$ cat src/hw/mpc_pkg.sv
package mpc_pkg;

	localparam int NUM_PINS = 5;

	// Register offsets, one per pin
	localparam logic [7:0] PIN1_CONTROL_OFS = 8'h74;
	localparam logic [7:0] PIN2_CONTROL_OFS = 8'h75;
	localparam logic [7:0] PIN3_CONTROL_OFS = 8'h76;
	localparam logic [7:0] PIN4_CONTROL_OFS = 8'h77;
	localparam logic [7:0] PIN5_CONTROL_OFS = 8'h78;

	// Field positions
	localparam int FN_LSB      = 8;
	localparam int FN_MSB      = 13;
	localparam int DIR_BIT     = 7;
	localparam int DRIVE_BIT   = 6;
	localparam int POL_BIT     = 5;
	localparam int LVL_BIT     = 4;
	localparam int PD_BIT      = 3;
	localparam int PU_BIT      = 2;
	localparam int INTMODE_BIT = 1;
	localparam int DB_BIT      = 0;

	// Function select encodings
	localparam logic [5:0] FN_GP_OUT    = 6'h00;
	localparam logic [5:0] FN_BIT_CLOCK = 6'h01;
	localparam logic [5:0] FN_IRQ_OUT   = 6'h02;
	localparam logic [5:0] FN_GP_IN     = 6'h03;
	localparam logic [5:0] FN_BIAS_CUR  = 6'h04;
	localparam logic [5:0] FN_BIAS_SHT  = 6'h05;
	localparam logic [5:0] FN_MIC       = 6'h06;

	// Reset values of control registers and write mask
	localparam logic [15:0] CTRL_RST_GP  = 16'h00a8;
	localparam logic [15:0] CTRL_RST_IRQ = 16'h02a8;
	localparam logic [15:0] CTRL_RST_BCK = 16'h01a8;
	localparam logic [15:0] CTRL_MASK    = 16'h3fff;

	// Debounce time and derived cycle count
	localparam int CLK_HZ       = 40_000_000;
	localparam int DEBOUNCE_US  = 100;
	localparam int DEBOUNCE_CYC = (CLK_HZ / 1_000_000) * DEBOUNCE_US;
	localparam int DB_CNT_W     = 13;

	// Register bus request
	typedef struct packed {
		logic [7:0]  addr;
		logic [15:0] wdata;
		logic        wr;
		logic        rd;
	} mpc_bus_req_t;

	// One control register as fields
	typedef struct packed {
		logic [1:0] unused;
		logic [5:0] fn;
		logic       dir;
		logic       drive;
		logic       pol;
		logic       lvl;
		logic       pd;
		logic       pu;
		logic       intmode;
		logic       db;
	} mpc_ctrl_t;

	// Per-pin pad controls, four-signal form
	typedef struct packed {
		logic [NUM_PINS-1:0] out;
		logic [NUM_PINS-1:0] oe;
		logic [NUM_PINS-1:0] pu;
		logic [NUM_PINS-1:0] pd;
	} mpc_pad_t;

	// Internal function sources routed out to pins
	typedef struct packed {
		logic irq;
		logic bias_cur;
		logic bias_sht;
		logic mic_clk;
		logic bclk_out;
		logic bclk_oe;
	} mpc_src_t;

endpackage

$ cat src/hw/mpc_debounce.sv
`timescale 1ns/1ps
// Synchroniser plus debounce filter for one pin
module mpc_debounce (
	input  wire logic clk_i,
	input  wire logic rst_i,
	input  wire logic pin_i,
	input  wire logic db_en_i,
	output logic      level_o
);
	import mpc_pkg::*;

	typedef struct packed {
		logic                meta;
		logic                sync;
		logic                stable;
		logic [DB_CNT_W-1:0] cnt;
	} mpc_db_state_t;

	mpc_db_state_t s_q;
	mpc_db_state_t s_d;

	localparam logic [DB_CNT_W-1:0] DB_LAST = DB_CNT_W'(DEBOUNCE_CYC - 1);

	// Counter restarts whenever sync matches stable; with db_en_i set a glitch shorter than DEBOUNCE_CYC never reaches status
	always_comb begin
		s_d      = s_q;
		s_d.meta = pin_i;
		s_d.sync = s_q.meta;
		if (!db_en_i) begin
			s_d.stable = s_q.sync;
			s_d.cnt    = '0;
		end else if (s_q.sync == s_q.stable) begin
			s_d.cnt = '0;
		end else if (s_q.cnt == DB_LAST) begin
			s_d.stable = s_q.sync;
			s_d.cnt    = '0;
		end else begin
			s_d.cnt = s_q.cnt + DB_CNT_W'(1);
		end
	end

	// State register
	always_ff @(posedge clk_i) begin
		if (rst_i) begin
			s_q <= '0;
		end else begin
			s_q <= s_d;
		end
	end

	assign level_o = s_q.stable;

endmodule

$ cat src/hw/mpc_top.sv
// Chosen here: the plain strobed port.
`timescale 1ns/1ps
// Multi-function pin control for five pins
module mpc_top (
	input  wire logic                  clk_i,
	input  wire logic                  rst_i,
	input  mpc_pkg::mpc_bus_req_t      bus_i,
	output logic [15:0]                rdata_o,
	input  wire logic [4:0]            pin_in_i,
	input  mpc_pkg::mpc_src_t          src_i,
	input  wire logic                  mclk_i,
	output mpc_pkg::mpc_pad_t          pad_o,
	output logic [4:0]                 pin_status_o,
	output logic [4:0]                 pin_irq_o,
	output logic                       mic_data_o,
	output logic                       bclk_in_o,
	output logic                       bclk_from_pin_o
);
	import mpc_pkg::*;

	// Whole module state
	typedef struct packed {
		logic [NUM_PINS-1:0][15:0] ctrl;
		logic [15:0]               rdata;
		logic [NUM_PINS-1:0]       status_prev;
		logic [NUM_PINS-1:0]       edge_evt;
		mpc_pad_t                  pad;
		logic                      mic_data;
		logic                      bclk_in;
	} mpc_state_t;

	mpc_state_t s_q;
	mpc_state_t s_d;

	logic [NUM_PINS-1:0] filt;
	logic [NUM_PINS-1:0] status;
	logic [NUM_PINS-1:0] sel;
	logic [NUM_PINS-1:0] sel_rd;
	logic                bclk_mode;

	// Reset values, pins 1-3 alike, pin 4 interrupt, pin 5 bit clock
	localparam logic [NUM_PINS-1:0][15:0] CTRL_RST = {
		CTRL_RST_BCK, CTRL_RST_IRQ, CTRL_RST_GP, CTRL_RST_GP, CTRL_RST_GP
	};

	// Synchroniser, debounce and polarity per pin
	for (genvar g = 0; g < NUM_PINS; g++) begin : g_pin
		mpc_ctrl_t c;
		assign c = mpc_ctrl_t'(s_q.ctrl[g]);
		mpc_debounce i_mpc_debounce (
			.clk_i   (clk_i),
			.rst_i   (rst_i),
			.pin_i   (pin_in_i[g]),
			.db_en_i (c.db),
			.level_o (filt[g])
		);
		assign status[g] = c.pol ? filt[g] : ~filt[g];
		assign sel[g]    = bus_i.wr && (bus_i.addr == PIN1_CONTROL_OFS + 8'(g));
		assign sel_rd[g] = bus_i.rd && (bus_i.addr == PIN1_CONTROL_OFS + 8'(g));
	end

	assign bclk_mode = (s_q.ctrl[4][FN_MSB:FN_LSB] == FN_BIT_CLOCK);

	// Next state: registers, read data, pad drive and interrupt events
	always_comb begin
		mpc_ctrl_t c;
		logic      drv;
		logic      val;
		logic      out_en;
		c      = '0;
		drv    = 1'b0;
		val    = 1'b0;
		out_en = 1'b0;
		s_d    = s_q;

		// Register writes, two reserved top bits dropped
		for (int i = 0; i < NUM_PINS; i++) begin
			if (sel[i]) begin
				s_d.ctrl[i] = bus_i.wdata & CTRL_MASK;
			end
		end

		// Read answer, unmapped offsets read zero
		s_d.rdata = '0;
		for (int i = 0; i < NUM_PINS; i++) begin
			if (sel_rd[i]) begin
				s_d.rdata = s_q.ctrl[i];
			end
		end

		// Pad drive per pin, one cycle of output pipeline
		for (int i = 0; i < NUM_PINS; i++) begin
			c   = mpc_ctrl_t'(s_q.ctrl[i]);
			drv = 1'b0;
			val = 1'b0;
			unique case (c.fn)
				FN_GP_OUT: begin
					drv = 1'b1;
					val = c.lvl;
				end
				FN_IRQ_OUT: begin
					drv = 1'b1;
					val = src_i.irq;
				end
				FN_BIAS_CUR: begin
					drv = 1'b1;
					val = src_i.bias_cur;
				end
				FN_BIAS_SHT: begin
					drv = 1'b1;
					val = src_i.bias_sht;
				end
				FN_MIC: begin
					// Clock out only on pin one; pin two uses it as data in
					drv = (i == 0);
					val = src_i.mic_clk;
				end
				default: begin
					// Input and reserved codes leave the pad undriven
					drv = 1'b0;
					val = 1'b0;
				end
			endcase
			// Output stage only when the pin is an output
			out_en = drv && !c.dir;
			if (c.drive) begin
				// Open drain pulls low only
				s_d.pad.out[i] = 1'b0;
				s_d.pad.oe[i]  = out_en && !val;
			end else begin
				s_d.pad.out[i] = val;
				s_d.pad.oe[i]  = out_en;
			end
			s_d.pad.pu[i] = c.pu && !c.pd;
			s_d.pad.pd[i] = c.pd && !c.pu;
		end

		// Pin five pad drive in bit clock mode ignores every other field
		if (bclk_mode) begin
			s_d.pad.out[4] = src_i.bclk_out;
			s_d.pad.oe[4]  = src_i.bclk_oe;
			s_d.pad.pu[4]  = 1'b0;
			s_d.pad.pd[4]  = 1'b0;
		end

		// Mic data sampled only when pin two selects it
		s_d.mic_data = (s_q.ctrl[1][FN_MSB:FN_LSB] == FN_MIC) ? filt[1] : 1'b0;

		// Bit clock source: pin five or the master clock
		s_d.bclk_in = bclk_mode ? filt[4] : mclk_i;

		// Edge events on both transitions of status
		s_d.status_prev = status;
		s_d.edge_evt    = status ^ s_q.status_prev;
	end

	// State register with documented defaults
	always_ff @(posedge clk_i) begin
		if (rst_i) begin
			s_q             <= '0;
			s_q.ctrl        <= CTRL_RST;
			s_q.status_prev <= '0;
		end else begin
			s_q <= s_d;
		end
	end

	// Interrupt sources: level holds, edge is a one-cycle pulse
	for (genvar g = 0; g < NUM_PINS; g++) begin : g_irq
		assign pin_irq_o[g] = s_q.ctrl[g][INTMODE_BIT]
			? s_q.edge_evt[g]
			: status[g];
	end

	assign rdata_o         = s_q.rdata;
	assign pad_o           = s_q.pad;
	assign pin_status_o    = status;
	assign mic_data_o      = s_q.mic_data;
	assign bclk_in_o       = s_q.bclk_in;
	assign bclk_from_pin_o = bclk_mode;

endmodule

$ cat config.mk
export PLATFORM = sky130hd
export DESIGN_NAME = mpc_top
export DESIGN_NICKNAME = d
export VERILOG_FILES = /design/src/hw/mpc_pkg.sv /design/src/hw/mpc_debounce.sv /design/src/hw/mpc_top.sv
export SDC_FILE = /design/constraint.sdc
export NUM_CORES = 1
export LEC_CHECK = 0
export BUFFER_PORTS_ARGS = -buffer_cell sky130_fd_sc_hd__buf_2
export CORE_MARGIN = 1.5
export CORE_UTILIZATION = 55
export DETAILED_ROUTE_END_ITERATION = 16
export PLACE_DENSITY = 0.73
export REMOVE_ABC_BUFFERS = 1
export SLEW_MARGIN = 30
export SYNTH_ARGS = -nofsm -noshare
export SYNTH_HDL_FRONTEND = slang
export SYNTH_HIERARCHICAL = 1
export SYNTH_SLANG_ARGS = --single-unit
$ cat constraint.sdc
create_clock -name clk_i -period 1.92 [get_ports clk_i]
set_input_delay 0.192 -clock clk_i [delete_from_list [all_inputs] [get_ports clk_i]]
set_output_delay 0.192 -clock clk_i [all_outputs]
set_load 0.05 [all_outputs]
==> results.txt, run 1 <==
status: complete, but fails checks
failing checks: negative hold slack
Worst-path clk slew: 0.07 ns
final wirelength: 20180 um
vias in the first global route: 6653
Syn Inst Count: 974
max_slew headroom: 0.5602
Tmin final: 1.856 ns
Simple-Gate Fraction of Synth Area: 0.2508
Primary FF master, synth: dfxtp_1
internal power: 5.896 mW
# IOs: 89
nets@finish: 1086
CTS Buffer Depth: 2
CTS sink cnt: 196
WS Path Type: reg -> out
CTS Buf Count: 17
main combinational cell family by area after synthesis: simple AND/OR/NAND/NOR gates
DRC: 0
pre-CTS WS: 0.1365 ns
Placed Instances: 1231
Worst-Margin Slew: 0.6596 ns
Inserted Diodes: 0
max-slew violation count: 0
synth-to-layout area growth: 12.93%
Hold Path Class: in -> reg
Async SR Flop Fraction: 0
mux contribution to synthesized area: 0.03564
fin crit share: 0.9669
DP HPWL: 14070 um
Critical Path RT: 1.73 ns
RePlAce Congestion: 0.8143
RSZ-0062 raised after global routing: no
Cell Area, Synth: 8846 um^2
register area share after synthesis: 0.4436
global route overflow: 0
Max FO, Critical Path: 3
NetSw: 1.890 mW
DRT iter0 DRCs: 533
WHS Path Cells: 3
remaining antenna violation count: 0
Cell variety after synth: 55
DR vias: 7286
CP arrival: 1.66 ns
compound-cell area share of the yosys netlist: 0.1579
Reg2Reg Depth: 4
Final Hold Viols: 1
CTS H-tree depth: 4
dominant cell type by area after synthesis: dfxtp_1
Die Width: 129.8 um
core area: 15770 um^2
initial antenna violation count: 1
Power Density: 779.4 nW/um^2
Initial Utilization: 0.5609
EDFF count, synth: 0
Die Y: 129.8 um
CTS tree: built
Leak Pwr: 3.661 nW
die area: 16850 um^2
Synth warnings: 6
Yosys top cell area share: 0.4436
Skew-Pair Late Insertion Delay: 0.44 ns
DRT Pass-1 Iters: 5
kind of start point of the critical path: flip-flop
non-filler cells, final: 1270
vias per cell: 5.737
worst-case clock skew: 0.009716 ns
WL per Instance: 15.89 um
switch share: 0.2427
Synth area leaders: dfxtp_1 (44%), nand2_1 (6.4%), buf_4 (3.6%)
post-layout util: 0.6335
setup slack after layout: 0.06355 ns
first-pass GRT wire length: 32860 um
Clock power frac: 0.425
Flop pwr share: 0.527
post-synthesis xor/xnor area fraction: 0.02970
combinational power share: 0.048
count leader, synth: dfxtp_1
GRT Util Overall: 0.2470
fmax: 0.5387 GHz
adder-cell share of the synthesized area: 0.007072
Yosys reg bits: 196
layout cells sized above 1: 0.1917
largest net degree at the start of global routing: 29
max cap viols: 0
worst hold slack: -0.0005181 ns
Port Buffers: 84
CP endpoint kind: output pin
Synth Area per Inst: 9.082 um^2
Setup-failing EPs final: 0
CTS Root Cell: clkbuf_16
Peak VDD IR: 0.5950 mV
Rows: 46
Synth top cells by count: dfxtp_1 (196), nand2_1 (151), a21oi_1 (44)
-- final timing paths --
kind / startpoint / endpoint / slack, ns
worst max register to register: g_pin[1].c[10]$_SDFFE_PP0P_ / pad_o[11]$_SDFF_PP0_ / 0.12
worst min-delay path: src_i[1] / pad_o[19]$_SDFF_PP0_ / -0.0005
worst min register to register: g_pin[1].c[3]$_SDFFE_PP1P_ / pad_o[6]$_SDFF_PP0_ / 0.43
worst max-delay path: g_pin[4].c[11]$_SDFFE_PP0P_ / bclk_from_pin_o / 0.06
-- registers in the layout, indices dropped and copies added (netlist names) --
register,cells
bclk_in_o,1
g_pin.i_mpc_debounce/s_q,70
pad_o,20
s_q,10
g_pin.i_mpc_debounce/level_o,5
rdata_o,14
g_pin.i_mpc_debounce/s_d,5
g_pin.c,70
mic_data_o,1
-- worst max-delay path: stages (launching register included) --
cell and delay, ns:
dfxtp_1 0.33, or3_4 0.43, nor3_4 0.17, buf_6 0.15
buf_6 0.15
-- what timing repair did --
| item | in CTS | in global routing |
|---|---|---|
| pin swaps | 1 | 0 |
| buffers inserted | 0 | 0 |
| endpoints found under the setup margin | 1 | 3 |
| hold buffers | 7 | 0 |
| gates resized for setup | 3 | 4 |
| hold endpoints to repair | 7 | 0 |
-- through the flow --
| step | area (um^2) | setup TNS [ns] | power [mW] |
|---|---|---|---|
| CTS | 9965 | 0 | 7.842 |
| global route | 9990 | 0 | 8.047 |
| finish | 9990 | 0 | 7.786 |
| detailed placement | 9334 | 0 | 4.559 |
| floorplan | 8310 | -0.04200 | 4.364 |
| global placement | 9334 | 0 | 4.555 |
-- placed cells by master (no fill, tap or decap), drive strengths merged, types with 6 or more instances in the layout --
cell and instances:
nand3 37, o2111ai 7, dlygate4sd3 7, a211oi 47
a311oi 9, or4 26, nand4 21, o31ai 26
o21ai 34, nor3b 6, or3 29, a21oi 44
clkbuf 17, buf 128, nor3 38, inv 37
nand2 151, clkinv 8, dfxtp 196, nand2b 25
nor2 36, xor2 25, mux2i 27, nor2b 11
-- layer usage --
| metal | vias up | track usage | routed length [um] |
|---|---|---|---|
| li1 | 3604 | - | - |
| met1 | 3454 | 0.3177 | 9135 |
| met2 | 198 | 0.4115 | 9638 |
| met3 | 30 | 0.05043 | 1060 |
| met4 | 0 | 0.09085 | 341 |
| met5 | - | 0 | 0 |
-- cells by family after synthesis --
family                     after synthesis
muxes                                   29
adders and majority gates                5
xor gates and xnor gates                30
other                                    1
AOI/OAI and AO/OA                      191
buffers and inverters                  121
and+or+nand+nor                        401
DFF                                    196
-- power groups by stage --
stage,clock network [mW],logic [mW],registers (mW)
final,3.31,0.375,4.11
after global routing,3.54,0.403,4.11
after CTS,3.37,0.372,4.10
after detailed placement,0,0.359,4.20
after global placement,0,0.357,4.20
after floorplan,0,0.134,4.23
-- area by class of cell --
cell class / instances / area (um^2)
multi-input cells: 658 / 4289
clock inverters: 15 / 123.9
fillers: 1392 / 5781
clock buffers: 17 / 425.4
repair buffers: 135 / 833.3
inverters: 33 / 123.9
well taps: 216 / 270.3
flip-flops and latches: 196 / 3924
Power figures use the tool's default switching activity.
==> run 2: changes to the inputs <==
--- a/config.mk
+++ b/config.mk
@@ -10,7 +10,6 @@
 export CORE_UTILIZATION = 55
 export DETAILED_ROUTE_END_ITERATION = 16
 export PLACE_DENSITY = 0.73
-export REMOVE_ABC_BUFFERS = 1
 export SLEW_MARGIN = 30
 export SYNTH_ARGS = -nofsm -noshare
 export SYNTH_HDL_FRONTEND = slang
==> results.txt, run 2 (synthesis gave the netlist of run 1 again) <==
status: complete, no violations
CTS tree: built
Worst-path clk slew: 0.07 ns
Worst-Margin Slew: 0.7603 ns
final wirelength: 20220 um
DR vias: 7256
setup TNS: 0 ns
Port Buffers: 84
remaining antenna violation count: 0
Max FO, Critical Path: 3
Clock power frac: 0.469
Die Y: 129.8 um
Critical Path RT: 1.73 ns
commonest non-fill, non-tap cells in the layout: dfxtp_1 (196), nand2_1 (151), buf_2 (82)
reg2reg end: g_pin[4].i_mpc_debounce/s_q[10]$_SDFF_PP0_
Most Used Layer, Global Route: met2
CTS Buf Count: 17
switch share: 0.2149
nets@finish: 1078
DRC: 0
Hold Path Class: in -> reg
largest net degree at the start of global routing: 49
met2 Use GR: 0.3881
Critical Path Source: g_pin[4].c[11]$_SDFFE_PP0P_
GR Util met1: 0.3221
vias per cell: 5.750
DP HPWL: 14200 um
WL per Instance: 16.02 um
CTS sink cnt: 196
internal power: 6.634 mW
FF-to-FF Start: g_pin[4].i_mpc_debounce/s_q[0]$_SDFF_PP0_
initial antenna violation count: 0
Tmin final: 1.846 ns
CTS Buffer Depth: 2
Final Hold Viols: 0
Reg2Reg Depth: 4
worst setup path endpoint: bclk_from_pin_o
max_slew headroom: 0.4867
hold path startpoint: src_i[0]
die area: 16850 um^2
CP endpoint kind: output pin
Leak Pwr: 3.705 nW
most common cell after layout, fill and taps aside: dfxtp_1
Power Density: 837.6 nW/um^2
first-pass GRT wire length: 32170 um
cell area after layout: 10090 um^2
Inserted Diodes: 0
DRT Pass-1 Iters: 5
Flop pwr share: 0.486
GRT Util Overall: 0.2437
worst-case clock skew: 0.005710 ns
global route overflow: 0
fin crit share: 0.9614
Placed Instances: 1223
DRT iter0 DRCs: 608
Initial Utilization: 0.5609
Tot Pwr: 8.450 mW
R2R Setup Slk: 0.21 ns
fmax: 0.5418 GHz
max-slew violation count: 0
RePlAce Congestion: 0.8333
Post-CTS Setup Bufs: 0
# IOs: 89
Die Width: 129.8 um
Setup-failing EPs final: 0
non-filler cells, final: 1262
kind of start point of the critical path: flip-flop
dpl cell area: 9330 um^2
core area: 15770 um^2
fillcell total: 1367
Skew-Pair Late Insertion Delay: 0.43 ns
met3 Resource Use GR: 0.05289
layout cells sized above 1: 0.1845
CP arrival: 1.65 ns
vias in the first global route: 6336
WS Path Type: reg -> out
synth-to-layout area growth: 14.04%
CTS Root Cell: clkbuf_16
Peak VDD IR: 0.6808 mV
NetSw: 1.816 mW
combinational power share: 0.045
Rows: 46
RSZ-0062 raised after global routing: no
max cap viols: 0
CTS H-tree depth: 4
[run 2: layout make-up]
type | count | area [um^2] | area share
clock buffers | 20 | 466.7 | 0.04626
clock inverters | 12 | 200.2 | 0.01984
inverters | 33 | 123.9 | 0.01228
multi-input cells | 658 | 4284 | 0.4247
flip-flops and latches | 196 | 3924 | 0.3889
well taps | 216 | 270.3 | 0.02679
repair buffers | 127 | 819.5 | 0.08124
[run 2: power by group through the flow]
stage               Combinational [mW]  Sequential [mW]  Clock, mW
global route                     0.409             4.11       4.14
floorplan                        0.230             4.20          0
CTS                              0.379             4.11       4.01
finish                           0.383             4.11       3.96
global placement                 0.362             4.20          0
detailed placement               0.366             4.20          0
[run 2: worst min-delay path by stage]
stage                     cells past startpoint                                         end  slack (ns)
after floorplan                               1  g_pin[0].i_mpc_debounce/s_d[14]$_SDFF_PP0_        0.26
after global placement                        2  g_pin[3].i_mpc_debounce/s_d[14]$_SDFF_PP0_        0.40
after detailed placement                      2  g_pin[2].i_mpc_debounce/s_d[14]$_SDFF_PP0_        0.41
after CTS                                     2                        pad_o[14]$_SDFF_PP0_        0.03
after global routing                          2                        pad_o[14]$_SDFF_PP0_        0.04
final                                         2                        pad_o[14]$_SDFF_PP0_        0.04
[run 2: metrics by stage]
| stage | utilization | hold slack (ns) | worst slack, ns |
|---|---|---|---|
| floorplan | - | 0.2636 | 0.1134 |
| global placement | 0.5916 | 0.4005 | 0.2324 |
| detailed placement | 0.5916 | 0.4061 | 0.1942 |
| CTS | 0.6388 | 0.03263 | 0.01575 |
| global route | 0.6397 | 0.03814 | 0.03540 |
| finish | 0.6397 | 0.03969 | 0.07413 |
[run 2: worst max-delay path, cell delays in order, from the launching register on]
cell and delay [ns]:
dfxtp_1 0.33, or3_1 0.44, nor3_4 0.25, buf_6 0.21
[run 2: repair_timing]
item / in CTS / in global routing
gates resized for setup: 2 / 2
hold endpoints to repair: 7 / 0
pin swaps: 0 / 1
setup endpoints to repair: 1 / 3
hold buffers: 7 / 0
[run 2: metal layers]
layer,vias up,share of wire
li1,3586,-
met1,3406,0.45
met2,228,0.46
met3,36,0.058
met4,0,0.026
met5,-,0
